--- src/dps_pkg.sv ---
package dps_pkg;

    // cpu-side windows onto the shared ram and the register page
    localparam logic [15:0] DPS_CPU_RAM_LOW     = 16'h0080;
    localparam logic [15:0] DPS_CPU_RAM_HIGH    = 16'hc080;
    localparam logic [15:0] DPS_CPU_REG_PAGE    = 16'h0000;

    // shared map, identical for both sides below the ram
    localparam logic [7:0]  DPS_SEM_FIRST       = 8'h17;
    localparam logic [7:0]  DPS_SEM_LAST        = 8'h1c;
    localparam int          DPS_SEM_COUNT       = 6;
    localparam int          DPS_RAM_DEPTH       = 128;
    localparam int          DPS_RAM_SEL_BIT     = 7;
    localparam logic [7:0]  DPS_RESERVED_READ   = 8'hff;

    // semaphore byte layout
    localparam int          DPS_SEM_FLAG_BIT    = 7;
    localparam int          DPS_SEM_OWN_BIT     = 6;

    // after reset: all flags set, local side owns all but the second
    localparam logic [5:0]  DPS_SEM_FLAG_RST    = 6'h3f;
    localparam logic [5:0]  DPS_SEM_OWN_RST     = 6'h3d;

    // operating modes that move the ram or cut register decode
    localparam logic [2:0]  DPS_MODE_HIGH_RAM   = 3'h3;
    localparam logic [2:0]  DPS_MODE_PARTIAL    = 3'h4;

    // acknowledge drive-high time before it is released
    localparam int          DPS_CLK_PERIOD_NS   = 5;
    localparam int          DPS_ACK_HIGH_NS     = 60;
    localparam int          DPS_ACK_HIGH_RAW    =
        DPS_ACK_HIGH_NS / DPS_CLK_PERIOD_NS;
    localparam logic [3:0]  DPS_ACK_HIGH_CYC    =
        4'((DPS_ACK_HIGH_RAW < 1) ? 1 : DPS_ACK_HIGH_RAW);

    typedef enum logic [1:0] {
        DPS_IDLE,
        DPS_BUSY,
        DPS_RELEASE
    } dps_state_t;

    function automatic logic dps_is_sem(input logic [7:0] a);
        dps_is_sem = (a >= DPS_SEM_FIRST) && (a <= DPS_SEM_LAST);
    endfunction

    function automatic logic [2:0] dps_sem_idx(input logic [7:0] a);
        logic [7:0] d;
        d = a - DPS_SEM_FIRST;
        dps_sem_idx = d[2:0];
    endfunction

endpackage

--- src/dps_port.sv ---
`timescale 1ns/10ps
// Notes on behaviour
// [RQ1] Local cpu sees the shared ram at 0080-00ff outside modes 3 and 4.
// [RQ2] In mode 3 the local cpu sees the shared ram at c080-c0ff.
// [RQ3] In mode 3 direct page-zero accesses do not reach the semaphores.
// [RQ4] In mode 4 the ram answers at offsets 80-ff of every page.
// [RQ5] System addresses 80-ff select the shared ram.
// [RQ6] System addresses 17-1c select the six semaphores.
// [RQ7] System writes to reserved addresses change nothing.
// [RQ8] System reads of reserved addresses return ff.
// [RQ9] Both sides reach the semaphores the way they reach the ram.
// [RQ10] The system port works either clocked by its enable or handshaked.
// [RQ11] A system write to a semaphore ignores the data lines.
// [RQ12] There are six independent semaphores.
// [RQ13] A lone read returns the flag and sets it; a write clears it.
// [RQ14] On a tied read of a clear flag the local cpu wins it.
// [RQ15] Bit 6 shows ownership per side and bits 0-5 read zero.
// [RQ16] Reset sets all flags; the system side owns only the second.
// [RQ17] Same-cycle contention resolves in one clock on synced strobes.
module dps_port
    import dps_pkg::*;
(
    input  wire logic        mclk,
    input  wire logic        rst_n,
    input  wire logic [2:0]  op_mode,
    input  wire logic [15:0] cpu_addr,
    input  wire logic        cpu_rd,
    input  wire logic        cpu_wr,
    input  wire logic        cpu_direct,
    input  wire logic [7:0]  cpu_wdata,
    output logic [7:0]       cpu_rdata,
    output logic             cpu_hit,
    input  wire logic [7:0]  sys_addr,
    input  wire logic [7:0]  sys_data_in,
    input  wire logic        sys_read_write,
    input  wire logic        sys_cs_n,
    input  wire logic        sys_e,
    input  wire logic        sys_sync_mode,
    output logic [7:0]       sys_data_out,
    output logic             sys_data_oe,
    output logic             sys_transfer_ack_n_out,
    output logic             sys_transfer_ack_n_oe
);
    // pins, filtered into the mclk domain
    logic [7:0]  sa_f;
    logic [7:0]  sd_f;
    logic        rw_f;
    logic        cs_n_f;
    logic        e_f;
    logic        sync_f;
    logic        e_prev_q;

    dps_sync #(.W(8), .RST(8'h00)) u_sync_addr (
        .mclk  (mclk),
        .rst_n (rst_n),
        .d     (sys_addr),
        .q     (sa_f)
    );

    dps_sync #(.W(8), .RST(8'h00)) u_sync_data (
        .mclk  (mclk),
        .rst_n (rst_n),
        .d     (sys_data_in),
        .q     (sd_f)
    );

    // cs idles high; strobes are synced before any arbitration
    dps_sync #(.W(4), .RST(4'h9)) u_sync_ctl (
        .mclk  (mclk),
        .rst_n (rst_n),
        .d     ({sys_cs_n, sys_read_write, sys_e, sys_sync_mode}),
        .q     ({cs_n_f, rw_f, e_f, sync_f})
    ); // RQ17

    // local cpu decode
    logic        mode_high;
    logic        mode_part;
    logic        cpu_ram_hit;
    logic        cpu_sem_hit;
    logic [2:0]  cpu_sidx;
    logic [6:0]  cpu_ridx;

    assign mode_high   = (op_mode == DPS_MODE_HIGH_RAM);
    assign mode_part   = (op_mode == DPS_MODE_PARTIAL);
    assign cpu_ridx    = cpu_addr[6:0];
    assign cpu_ram_hit = mode_high ?
        (cpu_addr[15:7] == DPS_CPU_RAM_HIGH[15:7]) : // RQ2
        mode_part ? cpu_addr[DPS_RAM_SEL_BIT] : // RQ4
        (cpu_addr[15:7] == DPS_CPU_RAM_LOW[15:7]); // RQ1
    // mode 3 sends direct page-zero cycles to the external bus instead
    assign cpu_sem_hit = (cpu_addr[15:8] == DPS_CPU_REG_PAGE[15:8])
                         && dps_is_sem(cpu_addr[7:0])
                         && !(mode_high && cpu_direct); // RQ3 RQ9
    assign cpu_sidx    = dps_sem_idx(cpu_addr[7:0]);

    // system port decode and access strobes
    dps_state_t  state_q;
    logic        e_rise;
    logic        e_fall;
    logic        async_go;
    logic        sync_rd_go;
    logic        sync_wr_go;
    logic        sys_go;
    logic        sys_ram_hit;
    logic        sys_sem_hit;
    logic [2:0]  sys_sidx;
    logic [6:0]  sys_ridx;

    assign e_rise      = e_f && !e_prev_q;
    assign e_fall      = !e_f && e_prev_q;
    assign async_go    = (state_q == DPS_IDLE) && !sync_f && !cs_n_f;
    assign sync_rd_go  = (state_q == DPS_IDLE) && sync_f && !cs_n_f
                         && rw_f && e_rise; // RQ10
    assign sync_wr_go  = (state_q == DPS_IDLE) && sync_f && !cs_n_f
                         && !rw_f && e_fall; // RQ10
    assign sys_go      = async_go || sync_rd_go || sync_wr_go;
    assign sys_ram_hit = sa_f[DPS_RAM_SEL_BIT]; // RQ5
    assign sys_sem_hit = dps_is_sem(sa_f); // RQ6
    assign sys_sidx    = dps_sem_idx(sa_f);
    assign sys_ridx    = sa_f[6:0];

    // semaphore bank
    logic        sem_cpu_rd;
    logic        sem_cpu_wr;
    logic        sem_sys_rd;
    logic        sem_sys_wr;
    logic [7:0]  sem_cpu_byte;
    logic [7:0]  sem_sys_byte;

    assign sem_cpu_rd = cpu_rd && cpu_sem_hit;
    assign sem_cpu_wr = cpu_wr && cpu_sem_hit;
    assign sem_sys_rd = sys_go && rw_f && sys_sem_hit;
    // sd_f is never looked at for a semaphore write
    assign sem_sys_wr = sys_go && !rw_f && sys_sem_hit; // RQ11

    dps_sem u_sem (
        .mclk      (mclk),
        .rst_n     (rst_n),
        .cpu_rd    (sem_cpu_rd),
        .cpu_wr    (sem_cpu_wr),
        .cpu_idx   (cpu_sidx),
        .sys_rd    (sem_sys_rd),
        .sys_wr    (sem_sys_wr),
        .sys_idx   (sys_sidx),
        .cpu_rbyte (sem_cpu_byte),
        .sys_rbyte (sem_sys_byte)
    ); // RQ12

    // shared ram; a same-byte write clash is software's to avoid,
    // the local cpu simply wins the cycle
    logic [7:0]  ram_q [0:DPS_RAM_DEPTH-1];
    logic        ram_cpu_we;
    logic        ram_sys_we;

    assign ram_cpu_we = cpu_wr && cpu_ram_hit;
    // reserved addresses have no write path at all
    assign ram_sys_we = sys_go && !rw_f && sys_ram_hit; // RQ7

    always_ff @(posedge mclk) begin
        if (ram_cpu_we) begin
            ram_q[cpu_ridx] <= cpu_wdata;
        end
        if (ram_sys_we && !(ram_cpu_we && cpu_ridx == sys_ridx)) begin
            ram_q[sys_ridx] <= sd_f;
        end
    end

    // local read path
    logic [7:0]  cpu_rdata_q;
    logic [7:0]  cpu_rdata_d;
    logic        cpu_hit_q;
    logic        cpu_hit_d;

    assign cpu_hit_d   = cpu_rd && (cpu_ram_hit || cpu_sem_hit);
    assign cpu_rdata_d = !cpu_rd     ? cpu_rdata_q :
                         cpu_ram_hit ? ram_q[cpu_ridx] :
                         cpu_sem_hit ? sem_cpu_byte : 8'h00;

    always_ff @(posedge mclk or negedge rst_n) begin
        if (!rst_n) begin
            cpu_rdata_q <= 8'h00;
            cpu_hit_q   <= 1'b0;
        end else begin
            cpu_rdata_q <= cpu_rdata_d;
            cpu_hit_q   <= cpu_hit_d;
        end
    end

    assign cpu_rdata = cpu_rdata_q;
    assign cpu_hit   = cpu_hit_q;

    // system answer
    logic [7:0]  sys_rbyte;
    logic [7:0]  dout_q;
    logic        doe_q;
    logic        ack_q;
    logic        ack_oe_q;
    logic [3:0]  rel_cnt_q;
    logic        busy_end;

    assign sys_rbyte = sys_ram_hit ? ram_q[sys_ridx] :
                       sys_sem_hit ? sem_sys_byte :
                       DPS_RESERVED_READ; // RQ8
    // handshake holds until cs goes; clocked mode ends with the enable
    assign busy_end  = cs_n_f || (sync_f && e_fall);

    always_ff @(posedge mclk or negedge rst_n) begin
        if (!rst_n) begin
            e_prev_q <= 1'b0;
        end else begin
            e_prev_q <= e_f;
        end
    end

    always_ff @(posedge mclk or negedge rst_n) begin
        if (!rst_n) begin
            state_q   <= DPS_IDLE;
            dout_q    <= 8'h00;
            doe_q     <= 1'b0;
            ack_q     <= 1'b1;
            ack_oe_q  <= 1'b0;
            rel_cnt_q <= 4'h0;
        end else begin
            case (state_q)
                DPS_IDLE: begin
                    if (async_go || sync_rd_go) begin
                        dout_q   <= sys_rbyte;
                        doe_q    <= rw_f;
                        ack_q    <= sync_f;
                        ack_oe_q <= !sync_f; // RQ10
                        state_q  <= DPS_BUSY;
                    end
                end
                DPS_BUSY: begin
                    if (busy_end) begin
                        doe_q <= 1'b0;
                        ack_q <= 1'b1;
                        if (ack_oe_q) begin
                            rel_cnt_q <= DPS_ACK_HIGH_CYC;
                            state_q   <= DPS_RELEASE;
                        end else begin
                            state_q <= DPS_IDLE;
                        end
                    end
                end
                DPS_RELEASE: begin
                    // drive high briefly so the line rises fast
                    if (rel_cnt_q == 4'h1) begin
                        ack_oe_q <= 1'b0;
                        state_q  <= DPS_IDLE;
                    end
                    rel_cnt_q <= rel_cnt_q - 4'h1;
                end
                default: begin
                    state_q <= DPS_IDLE;
                end
            endcase
        end
    end

    assign sys_data_out           = dout_q;
    assign sys_data_oe            = doe_q;
    assign sys_transfer_ack_n_out = ack_q;
    assign sys_transfer_ack_n_oe  = ack_oe_q;
endmodule

--- src/dps_sync.sv ---
`timescale 1ns/10ps
module dps_sync
    import dps_pkg::*;
#(
    parameter int         W   = 1,
    parameter logic [W-1:0] RST = '0
) (
    input  wire logic         mclk,
    input  wire logic         rst_n,
    input  wire logic [W-1:0] d,
    output logic [W-1:0]      q
);
    logic [W-1:0] s1_q;
    logic [W-1:0] s2_q;
    logic [W-1:0] s3_q;
    logic [W-1:0] q_q;

    assign q = q_q;

    // a value only counts once stages two and three agree
    always_ff @(posedge mclk or negedge rst_n) begin
        if (!rst_n) begin
            s1_q <= RST;
            s2_q <= RST;
            s3_q <= RST;
            q_q  <= RST;
        end else begin
            s1_q <= d;
            s2_q <= s1_q;
            s3_q <= s2_q;
            if (s2_q == s3_q) begin
                q_q <= s3_q;
            end
        end
    end
endmodule

--- src/dps_sem.sv ---
`timescale 1ns/10ps
module dps_sem
    import dps_pkg::*;
(
    input  wire logic       mclk,
    input  wire logic       rst_n,
    input  wire logic       cpu_rd,
    input  wire logic       cpu_wr,
    input  wire logic [2:0] cpu_idx,
    input  wire logic       sys_rd,
    input  wire logic       sys_wr,
    input  wire logic [2:0] sys_idx,
    output logic [7:0]      cpu_rbyte,
    output logic [7:0]      sys_rbyte
);
    logic [5:0] flag_q;
    logic [5:0] flag_d;
    logic [5:0] own_q;
    logic [5:0] own_d;
    logic       tie_read;

    // both read the same clear flag: local side gets it, system does not
    assign tie_read = cpu_rd && sys_rd && (cpu_idx == sys_idx)
                      && !flag_q[cpu_idx]; // RQ14

    always_comb begin
        flag_d = flag_q;
        own_d  = own_q;
        for (int i = 0; i < DPS_SEM_COUNT; i++) begin
            if (flag_q[i]) begin
                if ((cpu_wr && cpu_idx == 3'(i)) ||
                    (sys_wr && sys_idx == 3'(i))) begin
                    flag_d[i] = 1'b0; // RQ13
                end
            end else if (cpu_rd && cpu_idx == 3'(i)) begin
                // a read of a clear flag sets it, even against a write
                flag_d[i] = 1'b1; // RQ13
                own_d[i]  = 1'b1; // RQ15
            end else if (sys_rd && sys_idx == 3'(i)) begin
                flag_d[i] = 1'b1; // RQ13
                own_d[i]  = 1'b0; // RQ15
            end
        end
    end

    // low six bits read zero; ownership is mirrored per side
    assign cpu_rbyte = {flag_q[cpu_idx], own_q[cpu_idx], 6'h00}; // RQ15
    assign sys_rbyte = {flag_q[sys_idx] | tie_read,
                        ~own_q[sys_idx], 6'h00}; // RQ14

    always_ff @(posedge mclk or negedge rst_n) begin
        if (!rst_n) begin
            flag_q <= DPS_SEM_FLAG_RST; // RQ16
            own_q  <= DPS_SEM_OWN_RST; // RQ16
        end else begin
            flag_q <= flag_d;
            own_q  <= own_d;
        end
    end
endmodule

--- config.mk ---
export PLATFORM = sky130hd
export DESIGN_NAME = dps_port
export DESIGN_NICKNAME = d
export VERILOG_FILES = /design/src/dps_pkg.sv /design/src/dps_port.sv /design/src/dps_sync.sv /design/src/dps_sem.sv
export SDC_FILE = /design/constraint.sdc
export NUM_CORES = 2
export LEC_CHECK = 0
export BUFFER_PORTS_ARGS = -buffer_cell sky130_fd_sc_hd__buf_2
export CORE_AREA = 2 2 379 381
export DETAILED_ROUTE_END_ITERATION = 7
export DIE_AREA = 0 0 381 383
export MAX_ROUTING_LAYER = met4
export PLACE_DENSITY = 0.73
export SLEW_MARGIN = 40
export SYNTH_ARGS = -nofsm -noshare
export SYNTH_HDL_FRONTEND = slang
export SYNTH_HIERARCHICAL = 1
export SYNTH_SLANG_ARGS = --single-unit
--- constraint.sdc ---
create_clock -name mclk -period 3.3 [get_ports mclk]
set_input_delay 0.33 -clock mclk [delete_from_list [all_inputs] [get_ports mclk]]
set_output_delay 0.33 -clock mclk [all_outputs]
set_load 0.02 [all_outputs]
==> flow_summary_export.csv <==
group,metric,value,unit
outcome,status,"complete, but fails checks",
outcome,violations,"setup timing",
routing,wirelength,321.9,mm
power_and_ir_drop,p_comb_share,24.1,%
routing,drt_first_pass_iters,8,
place,place_ws,-0.1660,ns
place,gp_congestion,1.097,
logic_synthesis,synthTopCellsByCount,"mux2_2, edfxtp_1, clkbuf_1",
die,initial_core_util,48.48,%
critical_path,critPathBufInv,4,
logic_synthesis,ys_types,94,
logic_synthesis,async_reset_ff_share,10.41,%
global_routing,grt_pass1_vias,54250,
timing,setup_viol,13,
timing,finalSetupTns,-0.3328,ns
timing,fmax,293.0,MHz
timing,timing.hold.ws,0.08923,ns
critical_path,path_delay_family,"buffers and inverters",
logic_synthesis,ys_seq_elements,1143,
timing,worst_pin_slew,1.054,ns
clocking,clk_pin_slew,0.06,ns
place,placed_cell_area,77830,um^2
clocking,cts_root_buf,"clkbuf_16",
timing,drv_slew,0,
place,port_buffers,71,
global_routing,grt_pass1_wl,440.0,mm
power_and_ir_drop,clockPowerShare,37.0,%
logic_synthesis,synth_most_common_cell,"mux2_2",
logic_synthesis,yosys_warnings,6,
die,die_y,383,um
timing,layout_setup_ws,-0.1133,ns
critical_path,crit_fanout,7,
power_and_ir_drop,switchingPower,13.54,mW
power_and_ir_drop,p_sw_share,32.04,%
min_path,hp-start,"cpu_wdata[5]",
min_path,holdPathStages,2,
die,dieArea,145900,um^2
die,io_pins,72,
place,dp_hpwl,223.3,mm
clocking,clk-insertion-delay-late,0.82,ns
power_and_ir_drop,p_per_area,508.7,nW/um^2
clocking,clk_path_buf_depth,3,
routing,antenna_left,0,
power_and_ir_drop,max-vdd-ir-drop,0.5279,mV
power_and_ir_drop,p_leak,29.11,nW
timing,min_period,3.413,ns
min_path,min_to,"ram_q[91][5]$_DFFE_PP_",
critical_path,cp-end-kind,"flip-flop",
critical_path,crit_path_top_delay_cell,"dfrtp_1",
critical_path,reg2regPathDepth,9,
clocking,clock_sinks,1143,
clocking,numCtsBuffers,134,
routing,viasPerCell,7.466,
logic_synthesis,yosysTopAreaCell,"edfxtp_1",
logic_synthesis,syn_inst,5109,
logic_synthesis,yosysSeqAreaShare,48.94,%
timing,clock-skew-final,0.04196,ns
critical_path,critPathMaxStageDelay,0.73,ns
critical_path,path_cells,"buf_4 > clkinvlp_4 > buf_4 > nand2_1 > nor2_1 > a222oi_1 > buf_4 > nor4b_2 > a21oi_1",
routing,wl_per_cell,41.90,um
critical_path,worstSetupPathType,"flip-flop to flip-flop",
timing,rsz0062_at_grt,"yes",
routing,vias,57360,
critical_path,crit_top_cell,"buf_4",
die,dieWidth,381,um
critical_path,reg2reg_from,"u_sync_addr/q[3]$_DFFE_PN0N_",
layout,largest_reg_flops,1024,
job,cap_violations,0,
min_path,hp-class,"input port to flip-flop",
layout,drive_gt1_share,48.40,%
logic_synthesis,synth_top_area_share,44.59,%
routing,route.detailed.drc,0,
layout,final_area,83060,um^2
timing,slew_headroom,29.19,%
layout,nets,5699,
layout,top_register,"ram_q",
critical_path,r2r-end,"sys_data_out[6]$_DFFE_PN0P_",
routing,drt_iter0_markers,9876,
critical_path,startpoint_type,"flip-flop",
timing,finalHoldViolCount,0,
logic_synthesis,syn_avg_cell_area,13.50,um^2
timing,finalCritPeriodShare,103.4,%
global_routing,antenna_found_initial,25,
clocking,htreeDepth,4,
critical_path,r2r_slack,-0.11,ns
critical_path,cp.arrival,4.09,ns
layout,area_delta_synth_final,20.44,%
die,row_count,139,
logic_synthesis,synth_edf_count,1024,
logic_synthesis,netlist_area,68960,um^2
die,core,142300,um^2
critical_path,worstPathRequired,3.98,ns
power_and_ir_drop,intPower,28.71,mW
global_routing,grt_max_degree,129,
global_routing,overflow,0,
layout,postLayoutCoreUtil,58.39,%
power_and_ir_drop,p_seq_share,38.9,%
clocking,cts_tree,"yes",
logic_synthesis,synth_ff_type,"edfxtp_1",
logic_synthesis,synth.top_cells.by_area,"edfxtp_1, mux2_2, mux4_2",
global_routing,grt_usage,44.43,%
[worst max-delay path by stage]
stage / startpoint / endpoint / slack, ns / depth (start not counted)
detailed placement: u_sync_addr/q[2]$_DFFE_PN0N_ / sys_data_out[6]$_DFFE_PN0P_ / -0.17 / 12
global route: u_sync_addr/q[2]$_DFFE_PN0N_ / sys_data_out[7]$_DFFE_PN0P_ / -0.13 / 12
finish: u_sync_addr/q[3]$_DFFE_PN0N_ / sys_data_out[6]$_DFFE_PN0P_ / -0.11 / 9
CTS: u_sync_addr/q[1]$_DFFE_PN0N_ / sys_data_out[4]$_DFFE_PN0P_ / 0.001 / 11
global placement: u_sync_addr/q[2]$_DFFE_PN0N_ / sys_data_out[6]$_DFFE_PN0P_ / -0.17 / 12
floorplan: cpu_addr[0] / sys_data_out[7]$_DFFE_PN0P_ / 0.08 / 13
[through the flow]
stage | total power [mW] | cells
2_1_floorplan | 21.09 | 5120
3_3_place_gp | 26.00 | 7369
3_5_place_dp | 26.17 | 7372
4_1_cts | 41.57 | 7644
5_1_grt | 42.77 | 7675
6_report | 42.25 | 7683
[layout by cell type, fill, tap and decap left out, drive strengths merged, types with 99 or more instances in the layout]
cell,netlist,layout
o21ai,106,106
mux4,187,187
nand2,178,178
a221oi,211,211
buf,237,982
nor3,160,160
nor2,123,123
mux2i,189,189
clkbuf,385,173
o32ai,116,116
mux2,1202,1202
a21oi,111,111
dfrtp,99,99
edfxtp,1024,1024
a22oi,130,130
[power groups by stage]
stage                     registers (mW)  logic [mW]  clock network, mW
final                               16.4        10.2               15.6
after global routing                16.4        10.2               16.2
after CTS                           16.4        9.55               15.6
after detailed placement            16.7        9.46                  0
after global placement              16.8        9.24                  0
after floorplan                     16.4        4.65                  0
[timing repair]
action,CTS,global route
pin swaps,0,5
gates cloned,0,2
endpoints found under the setup margin,2,71
hold buffers,22,1
hold endpoints to repair,107,12
buffers inserted,5,5
resized for setup,5,30
[kinds of logic (layout without fill, tap and decap cells)]
family	count (synthesis)	in the layout	share of synthesized area (%)
fa+ha+maj	6	6	0.1089
compound gates	1029	1029	11.35
xor+xnor	35	35	0.4445
flops	1143	1143	48.94
buf+inv	652	1282	4.231
simple gates	665	665	6.310
mux	1578	1578	28.61
other cells	1	42	0.005438
[metal layers]
metal / GRT usage (%) / share of wire [%] / vias up
li1: - / - / 21780
met1: 54.93 / 35 / 28800
met2: 61.76 / 42 / 5485
met3: 15.81 / 15 / 1291
met4: 28.01 / 7.8 / 0
met5: - / 0 / -
[final cells by class]
cell class	instances	area (um^2)
fillers	11290	59200
multi-input cells	3325	32770
inverters	30	118.9
repair buffers	1007	9382
clock inverters	74	909.6
diodes	30	75.07
flip-flops and latches	1143	33790
clock buffers	171	3627
well taps	1903	2381
(Power assumes the default switching activity.)
